`src/logic/mif_map.svh`:
```
// Contract
// - Task start rise launches, fall cancels; code pauses the task so resume continues it
// - Next-task output toggles per sequence task
// - Next-task output low at first task
// - Target reached high inside window
// - Following error output active low
// - Position register outputs high when satisfied
// - Jog edges start/stop, sign gives direction
// - Resume input continues interrupted task
// - Follow-on task starts only after target
// - Error clear drops following/monitor warnings
// - Card error on supply/overload/short
// - Report card auxiliary supply present
// - Error opens ready, disables stage, brakes
// - Active error reported as code 1-32
// - Mains errors suppressed until enabled
// - Clearable errors cleared without reset
// - Reset with only clearable errors clears
// - Unsupported identifier sets read error
// - Limit consequence 0 warning, 1 fault
// - Protection keeps coldstart faults on clear
// - Inversion flips loop input and output
`ifndef MIF_MAP_SVH
`define MIF_MAP_SVH
`define MIF_NUM_ERR 32
`define MIF_NUM_POSREG 5
`define MIF_POS_W 32
// Bit i stands for error code i+1
`define MIF_CLEARABLE_MASK 32'h0004_9093
`define MIF_MAINS_MASK 32'h0004_8000
`define MIF_COLDSTART_MASK 32'h8000_0600
`define MIF_LIMIT_ERR_BIT 25
`define MIF_IDN_MAX 16'h0FFF
`endif

```
`src/logic/mif_pkg.sv`:
```
package mif_pkg;
  typedef enum logic [1:0] {mif_idle, mif_task, mif_jog, mif_paused} mif_motion_t;
  typedef logic [31:0] mif_pos_t;
  typedef logic [5:0] mif_code_t;
endpackage

```
`src/logic/mif_edge_sync.sv`:
```
`timescale 1ns/1ps
module mif_edge_sync (
  // Clock and reset
  input wire logic clock,
  input wire logic rstn,
  // Raw and conditioned
  input wire logic din,
  output logic level,
  output logic rise,
  output logic fall
);
  logic s1;
  logic s2;
  // First stage feeds only the second
  always_ff @(posedge clock) begin
    if (!rstn) begin
      s1 <= 1'b0;
      s2 <= 1'b0;
      level <= 1'b0;
    end else begin
      s1 <= din;
      s2 <= s1;
      level <= s2;
    end
  end
  assign rise = s2 & ~level;
  assign fall = ~s2 & level;
endmodule // mif_edge_sync

```
`src/logic/mif_fault_log.sv`:
```
`timescale 1ns/1ps
`include "mif_map.svh"
module mif_fault_log (
  // Clock and reset
  input wire logic clock,
  input wire logic rstn,
  // Events and control
  input wire logic [31:0] err_events,
  input wire logic amp_enabled,
  input wire logic clear_req,
  input wire logic coldstart_protect,
  // Status
  output logic [31:0] err_pending,
  output mif_pkg::mif_code_t err_code
);
  import mif_pkg::*;
  logic [31:0] gated;
  logic [31:0] clr_mask;
  mif_code_t next_code;
  assign gated = err_events & (amp_enabled ? 32'hFFFF_FFFF : ~`MIF_MAINS_MASK);
  // Clearable set, plus coldstart faults unless protected
  assign clr_mask = `MIF_CLEARABLE_MASK
    | (coldstart_protect ? 32'h0000_0000 : `MIF_COLDSTART_MASK);
  always_ff @(posedge clock) begin
    if (!rstn) begin
      err_pending <= 32'h0000_0000;
    end else if (clear_req) begin
      // New events win over the clear
      err_pending <= (err_pending & ~clr_mask) | gated;
    end else begin
      err_pending <= err_pending | gated;
    end
  end
  // Lowest number shown first
  always_comb begin
    next_code = 6'h00;
    for (int i = `MIF_NUM_ERR - 1; i >= 0; i--) begin
      if (err_pending[i]) begin
        next_code = 6'(i + 1);
      end
    end
  end
  always_ff @(posedge clock) begin
    if (!rstn) begin
      err_code <= 6'h00;
    end else begin
      err_code <= next_code;
    end
  end
endmodule // mif_fault_log

```
`src/logic/mif_motion_io.sv`:
```
`timescale 1ns/1ps
`include "mif_map.svh"
module mif_motion_io (
  // Clock and reset
  input wire logic clock,
  input wire logic rstn,
  // Controller inputs
  input wire logic task_start_input,
  input wire logic [7:0] task_number_inputs,
  input wire logic jog_input,
  input wire logic task_resume_input,
  input wire logic follow_on_task_input,
  input wire logic following_error_clear_input,
  input wire logic reset_input,
  // Configuration
  input wire logic signed [31:0] jog_speed,
  input wire logic [31:0] target_reached_output_window,
  input wire logic [31:0] ferr_window,
  input wire mif_pkg::mif_pos_t posreg_preset [5],
  input wire logic [4:0] posreg_above,
  input wire logic [7:0] follow_on_number,
  input wire logic follow_on_enable,
  input wire logic sequence_auto,
  input wire logic limit_switch_consequence,
  input wire logic coldstart_clear_protection,
  input wire logic position_invert,
  input wire logic clear_fault_command,
  input wire logic amp_enabled,
  // Position loop
  input wire mif_pkg::mif_pos_t target_pos,
  input wire mif_pkg::mif_pos_t actual_pos,
  output mif_pkg::mif_pos_t loop_cmd_diff,
  // Monitors
  input wire logic [31:0] err_events,
  input wire logic limit_hit,
  input wire logic monitor_timeout,
  input wire logic card_supply_missing,
  input wire logic card_overload,
  input wire logic card_short,
  input wire logic card_supply_ok,
  // Identifier read
  input wire logic idn_read,
  input wire logic [15:0] idn_number,
  input wire logic [7:0] list_element_select,
  input wire logic idn_is_list,
  // Motion outputs
  output logic task_active,
  output logic [7:0] task_number,
  output logic jog_active,
  output logic jog_reverse,
  output logic signed [31:0] jog_speed_mag,
  output logic next_task_toggle_output,
  output logic target_reached_output,
  output logic following_error_output,
  output logic [4:0] position_register_outputs,
  // Status outputs
  output logic card_error_output,
  output logic card_supply_present,
  output logic ready_contact,
  output logic stage_enable,
  output logic brake_engage,
  output mif_pkg::mif_code_t err_code,
  output logic ferr_warning,
  output logic monitor_warning,
  output logic limit_warning,
  output logic identifier_read_error_flag,
  output logic [7:0] list_element_latched
);
  import mif_pkg::*;

  logic st_rise;
  logic st_fall;
  logic jg_rise;
  logic jg_fall;
  logic rs_rise;
  logic fo_rise;
  logic fc_rise;
  logic rst_rise;
  logic reach_rise;
  logic advance;
  mif_motion_t motion;
  logic [31:0] err_pending;
  logic [31:0] all_events;
  logic [31:0] pos_err;
  logic in_window;
  logic clear_req;
  logic only_clearable;

  function automatic logic [31:0] abs_diff(input mif_pos_t a, input mif_pos_t b);
    logic signed [31:0] d;
    d = $signed(a) - $signed(b);
    return d[31] ? 32'(-d) : 32'(d);
  endfunction

  function automatic mif_pos_t pos_delta(input mif_pos_t a, input mif_pos_t b);
    return 32'($signed(a) - $signed(b));
  endfunction

  // Each control pin: two-flop sync, then edge detect
  mif_edge_sync u_st (
    .clock(clock),
    .rstn(rstn),
    .din(task_start_input),
    .level(),
    .rise(st_rise),
    .fall(st_fall)
  );
  mif_edge_sync u_jg (
    .clock(clock),
    .rstn(rstn),
    .din(jog_input),
    .level(),
    .rise(jg_rise),
    .fall(jg_fall)
  );
  mif_edge_sync u_rs (
    .clock(clock),
    .rstn(rstn),
    .din(task_resume_input),
    .level(),
    .rise(rs_rise),
    .fall()
  );
  mif_edge_sync u_fo (
    .clock(clock),
    .rstn(rstn),
    .din(follow_on_task_input),
    .level(),
    .rise(fo_rise),
    .fall()
  );
  mif_edge_sync u_fc (
    .clock(clock),
    .rstn(rstn),
    .din(following_error_clear_input),
    .level(),
    .rise(fc_rise),
    .fall()
  );
  mif_edge_sync u_rt (
    .clock(clock),
    .rstn(rstn),
    .din(reset_input),
    .level(),
    .rise(rst_rise),
    .fall()
  );

  // Position deviation magnitude, not affected by inverted polarity
  assign pos_err = abs_diff(target_pos, actual_pos);
  assign in_window = pos_err <= target_reached_output_window;
  // Arrival edge, so a held arrival starts only one follow-on
  assign reach_rise = in_window & ~target_reached_output;
  assign advance = motion == mif_task && ~|err_pending && follow_on_enable
    && ((fo_rise && target_reached_output) || (sequence_auto && reach_rise));

  always_ff @(posedge clock) begin
    if (!rstn) begin
      loop_cmd_diff <= 32'h0000_0000;
    end else if (position_invert) begin
      loop_cmd_diff <= pos_delta(actual_pos, target_pos);
    end else begin
      loop_cmd_diff <= pos_delta(target_pos, actual_pos);
    end
  end

  // Motion state; faults halt everything
  always_ff @(posedge clock) begin
    if (!rstn) begin
      motion <= mif_idle;
      task_number <= 8'h00;
    end else if (|err_pending) begin
      motion <= mif_idle;
    end else begin
      case (motion)
        mif_idle: begin
          if (st_rise) begin
            motion <= mif_task;
            task_number <= task_number_inputs;
          end else if (jg_rise) begin
            motion <= mif_jog;
          end else if (rs_rise && task_number != 8'h00) begin
            motion <= mif_task;
          end
        end
        mif_task: begin
          if (st_fall) begin
            motion <= mif_paused;
          end else if (advance) begin
            task_number <= follow_on_number;
          end
        end
        mif_jog: begin
          if (jg_fall) begin
            motion <= mif_idle;
          end
        end
        mif_paused: begin
          if (rs_rise) begin
            motion <= mif_task;
          end else if (st_rise) begin
            motion <= mif_task;
            task_number <= task_number_inputs;
          end else if (jg_rise) begin
            motion <= mif_jog;
          end
        end
        default: motion <= mif_idle;
      endcase
    end
  end

  always_ff @(posedge clock) begin
    if (!rstn) begin
      task_active <= 1'b0;
      jog_active <= 1'b0;
    end else begin
      task_active <= motion == mif_task;
      jog_active <= motion == mif_jog;
    end
  end

  always_ff @(posedge clock) begin
    if (!rstn) begin
      jog_reverse <= 1'b0;
      jog_speed_mag <= 32'sh0000_0000;
    end else if (jg_rise) begin
      jog_reverse <= jog_speed[31];
      jog_speed_mag <= jog_speed[31] ? -jog_speed : jog_speed;
    end
  end

  // Toggle per task start in a sequence
  always_ff @(posedge clock) begin
    if (!rstn) begin
      next_task_toggle_output <= 1'b0;
    end else if (motion != mif_task && (st_rise || rs_rise)) begin
      next_task_toggle_output <= 1'b0;
    end else if (advance) begin
      next_task_toggle_output <= ~next_task_toggle_output;
    end
  end

  // Line break is not sensed
  always_ff @(posedge clock) begin
    if (!rstn) begin
      target_reached_output <= 1'b0;
      following_error_output <= 1'b1;
    end else begin
      target_reached_output <= in_window;
      following_error_output <= ~(pos_err > ferr_window);
    end
  end

  always_ff @(posedge clock) begin
    if (!rstn) begin
      position_register_outputs <= 5'h00;
    end else begin
      for (int i = 0; i < `MIF_NUM_POSREG; i++) begin
        position_register_outputs[i] <= posreg_above[i]
          ? ($signed(actual_pos) >= $signed(posreg_preset[i]))
          : ($signed(actual_pos) < $signed(posreg_preset[i]));
      end
    end
  end

  // Warnings: set wins over clear
  always_ff @(posedge clock) begin
    if (!rstn) begin
      ferr_warning <= 1'b0;
      monitor_warning <= 1'b0;
    end else begin
      ferr_warning <= (pos_err > ferr_window) | (ferr_warning & ~fc_rise);
      monitor_warning <= monitor_timeout | (monitor_warning & ~fc_rise);
    end
  end

  // Consequence 0 only warns; 1 feeds the fault log instead
  always_ff @(posedge clock) begin
    if (!rstn) begin
      limit_warning <= 1'b0;
    end else begin
      limit_warning <= (limit_hit & ~limit_switch_consequence)
        | (limit_warning & ~clear_req);
    end
  end

  always_comb begin
    all_events = err_events;
    all_events[`MIF_LIMIT_ERR_BIT] = err_events[`MIF_LIMIT_ERR_BIT]
      | (limit_hit & limit_switch_consequence);
  end

  // Reset button acts as clear when only clearable faults remain
  assign only_clearable = (err_pending & ~`MIF_CLEARABLE_MASK) == 32'h0000_0000;
  assign clear_req = clear_fault_command | (rst_rise & only_clearable);

  mif_fault_log u_log (
    .clock(clock),
    .rstn(rstn),
    .err_events(all_events),
    .amp_enabled(amp_enabled),
    .clear_req(clear_req),
    .coldstart_protect(coldstart_clear_protection),
    .err_pending(err_pending),
    .err_code(err_code)
  );

  // Any pending error drops torque and holds the brake
  always_ff @(posedge clock) begin
    if (!rstn) begin
      ready_contact <= 1'b0;
      stage_enable <= 1'b0;
      brake_engage <= 1'b1;
    end else begin
      ready_contact <= ~|err_pending;
      stage_enable <= ~|err_pending & amp_enabled;
      brake_engage <= |err_pending | ~amp_enabled;
    end
  end

  always_ff @(posedge clock) begin
    if (!rstn) begin
      card_error_output <= 1'b0;
      card_supply_present <= 1'b0;
    end else begin
      card_error_output <= card_supply_missing | card_overload | card_short;
      card_supply_present <= card_supply_ok;
    end
  end

  // Element chosen before the read is used
  always_ff @(posedge clock) begin
    if (!rstn) begin
      identifier_read_error_flag <= 1'b0;
      list_element_latched <= 8'h00;
    end else if (idn_read) begin
      list_element_latched <= list_element_select;
      identifier_read_error_flag <= (idn_number > `MIF_IDN_MAX) | ~idn_is_list;
    end
  end
endmodule // mif_motion_io

```
`config.mk`:
```
export PLATFORM = sky130hd
export DESIGN_NAME = mif_motion_io
export DESIGN_NICKNAME = d
export VERILOG_FILES = /design/src/logic/mif_pkg.sv /design/src/logic/mif_edge_sync.sv /design/src/logic/mif_fault_log.sv /design/src/logic/mif_motion_io.sv
export VERILOG_INCLUDE_DIRS = /design/src /design/src/logic
export SDC_FILE = /design/constraint.sdc
export NUM_CORES = 1
export LEC_CHECK = 0
export BUFFER_PORTS_ARGS = -buffer_cell sky130_fd_sc_hd__buf_2
export CAP_MARGIN = 40
export CORE_AREA = 2 2 207 209
export DETAILED_ROUTE_END_ITERATION = 8
export DIE_AREA = 0 0 209 211
export PLACE_DENSITY_LB_ADDON = 0.2
export SLEW_MARGIN = 40
export SYNTH_ARGS = -nofsm -noshare
export SYNTH_HDL_FRONTEND = slang
export SYNTH_HIERARCHICAL = 1
export SYNTH_SLANG_ARGS = --single-unit
```
`constraint.sdc`:
```
create_clock -name clock -period 14.38 [get_ports clock]
set_input_delay 2.157 -clock clock [delete_from_list [all_inputs] [get_ports clock]]
set_output_delay 2.157 -clock clock [all_outputs]
set_load 0.1 [all_outputs]
```
==> run_results.csv <==
group,metric,value,unit
outcome,outcome,"complete, no violations",
worst_setup_path,reg2reg_to,"task_number[5]$_SDFFE_PN0P_",
pwr,power.density,93.2,mW/mm2
detailed_routing,routed_wl,57900,um
sta,layout_min_cycle_time,8.59,ns
worst_setup_path,r2r_cells,5,
min_path,hold_class,"reg2reg",
clock_network,post_cts_buffers,0,
clock_network,cts_sinks,158,
placement,gp_congestion,0.928,
sta,tns,0,ns
flow_run,cap_viol_max_count,0,
pwr,power.leakage,10.7,nW
finish,layout-drive-gt1-share,22.2,%
clock_network,cts_tree,"built",
pwr,p_int,0.00104,W
detailed_routing,drcViolationCount,0,
floorplan,core-area,0.0418,mm2
sta,hold_viol_final,0,
detailed_routing,vias_per_cell,5.33,
worst_setup_path,critPathRequiredTime,14.76,ns
placement,dpl.hpwl,48600,um
pwr,switching_share,44.6,%
clock_network,path_clk_slew,0.07,ns
floorplan,die_area,0.0441,mm2
worst_setup_path,arrival,8.97,ns
global_route,grt.busiest_layer,"met2",
clock_network,ctsRootBufferMaster,"clkbuf_16",
placement,dp.cells,3139,
floorplan,io_pins,526,
sta,rsz0062_at_grt,"no",
detailed_routing,dr.pass1.iters,5,
min_path,whs_path_depth,1,
min_path,min_to,"u_rt/s2$_SDFF_PN0_",
clock_network,cts_htree_levels,4,
clock_network,cts_buffer_depth,2,
global_route,met3_usage,5.77,%
finish,final_cell_mix,"buf_2 (513), inv_1 (311), ha_1 (288), nor2_1 (166), a21oi_1 (161)",
worst_setup_path,r2r_start,"motion[0]$_SDFFE_PP0P_",
floorplan,rows,75,
global_route,grt_pass1_vias,16400,
clock_network,clk_latency,0.47,ns
global_route,gr-usage-all-layers,25.6,%
detailed_routing,drtIter0Drc,727,
worst_setup_path,crit_path_start,"actual_pos[1]",
worst_setup_path,cp_max_fo,16,
detailed_routing,via_count,16900,
global_route,use_met2,41.9,%
worst_setup_path,critPathLaunchType,"input port",
clock_network,cts_resized,0,
sta,drv_slew,0,
global_route,grt_start_max_net_pins,76,
worst_setup_path,criticalPathCategory,"in2reg",
finish,instances_no_fill,3179,
floorplan,die_h,211,um
global_route,antenna_found_initial,16,
detailed_routing,routedWlPerCell,18.2,um
sta,slew_headroom,43.3,%
clock_network,cts-buffers-inserted,17,
synthesis,syn_nets,2856,
pwr,peakVddDrop,0.0000570,V
sta,period_share,59.7,%
pwr,p_seq_share,26.0,%
floorplan,initial_core_util,39.5,%
synthesis,syn_avg_cell_area,7.69,um2
sta,worstMarginPinSlew,0.850,ns
sta,skew,0.0186,ns
synthesis,synth_cells,2146,
worst_setup_path,r2r_slack,12.16,ns
floorplan,chipWidth,209,um
finish,final_common_cell,"buf_2",
synthesis,synth_warnings,6,
pwr,switchingPower,0.000839,W
finish,syn2layout_area_growth,22.3,%
sta,setup_viol,0,
global_route,grt_first_pass_wirelength,88100,um
placement,port_buffers,513,
clock_network,hold_buffers,0,
worst_setup_path,cp-end-kind,"register",
synthesis,syn_area,0.0165,mm2
detailed_routing,antenna_left,0,
finish,fin_nets,3329,
pwr,pwr-share-clk,24.8,%
global_route,met1_usage,33.1,%
sta,fmax,0.116,GHz
min_path,min_from,"u_rt/s1$_SDFF_PN0_",
global_route,grt.overflow.total,0,
pwr,combPwrFrac,49.2,%
-- worst max-delay path: stages --
cell       delay [ns]
buf_2            0.26
inv_1            0.16
fa_1             0.53
a211oi_4         0.39
o21ai_2          0.16
a211oi_1         0.43
o221ai_1         0.20
or4b_1           0.64
nor2_2           0.21
nand4bb_4        0.17
or3b_4           0.46
o31ai_4          0.26
xnor2_1          0.20
ha_1             0.30
a21o_1           0.18
a21o_1           0.17
a21oi_1          0.13
o21ai_0          0.12
a21oi_1          0.22
a31oi_1          0.11
o31ai_1          0.71
o221ai_2         0.46
o31ai_1          0.35
-- how the worst max path moves through the flow --
stage | to
after floorplan | task_number[1]$_SDFFE_PN0P_
after global placement | task_number[5]$_SDFFE_PN0P_
after detailed placement | task_number[5]$_SDFFE_PN0P_
after global routing | task_number[5]$_SDFFE_PN0P_
after CTS | task_number[5]$_SDFFE_PN0P_
final | task_number[5]$_SDFFE_PN0P_
-- area by class of cell --
cell class              instances  area [um2]
multi-input cells            1611       12000
repair buffers                518        2610
fillers                      4242       21600
inverters                     313        1180
flip-flops and latches        158        3160
clock inverters                14         148
diodes                          8        20.0
clock buffers                  18         439
well taps                     539         674
-- metrics by stage --
stage	utilization, %	setup WS (ns)	power [W]	instance area [um2]	hold slack (ns)
floorplan	-	6.79	0.00117	16500	0.412
detailed placement	46.9	5.32	0.00142	19600	0.419
global route	48.3	5.38	0.00201	20200	0.444
global placement	46.8	5.18	0.00140	19500	0.415
finish	48.3	5.79	0.00188	20200	0.424
CTS	48.3	5.80	0.00190	20200	0.428
-- metal layers --
layer | vias up | routed length, um
li1 | 8511 | -
met1 | 7758 | 26200
met2 | 562 | 26400
met3 | 91 | 3560
met4 | 8 | 1700
met5 | - | 51
-- power by group through the flow --
stage,Combinational [W],Clock [W],Sequential (W)
finish,0.000925,0.000467,0.000490
detailed placement,0.000918,0,0.000499
CTS,0.000923,0.000484,0.000489
floorplan,0.000492,0,0.000673
global placement,0.000900,0,0.000499
global route,0.00102,0.000498,0.000493
-- registers in the layout, summed over array words and instances, names as in the netlist, 2 cells and up --
name,count
u_log/err_pending,32
list_element_latched,8
task_number,8
motion,2
u_log/err_code,6
position_register_outputs,5
loop_cmd_diff,32
jog_speed_mag,32
No activity file was read; power rests on OpenSTA's default activity.
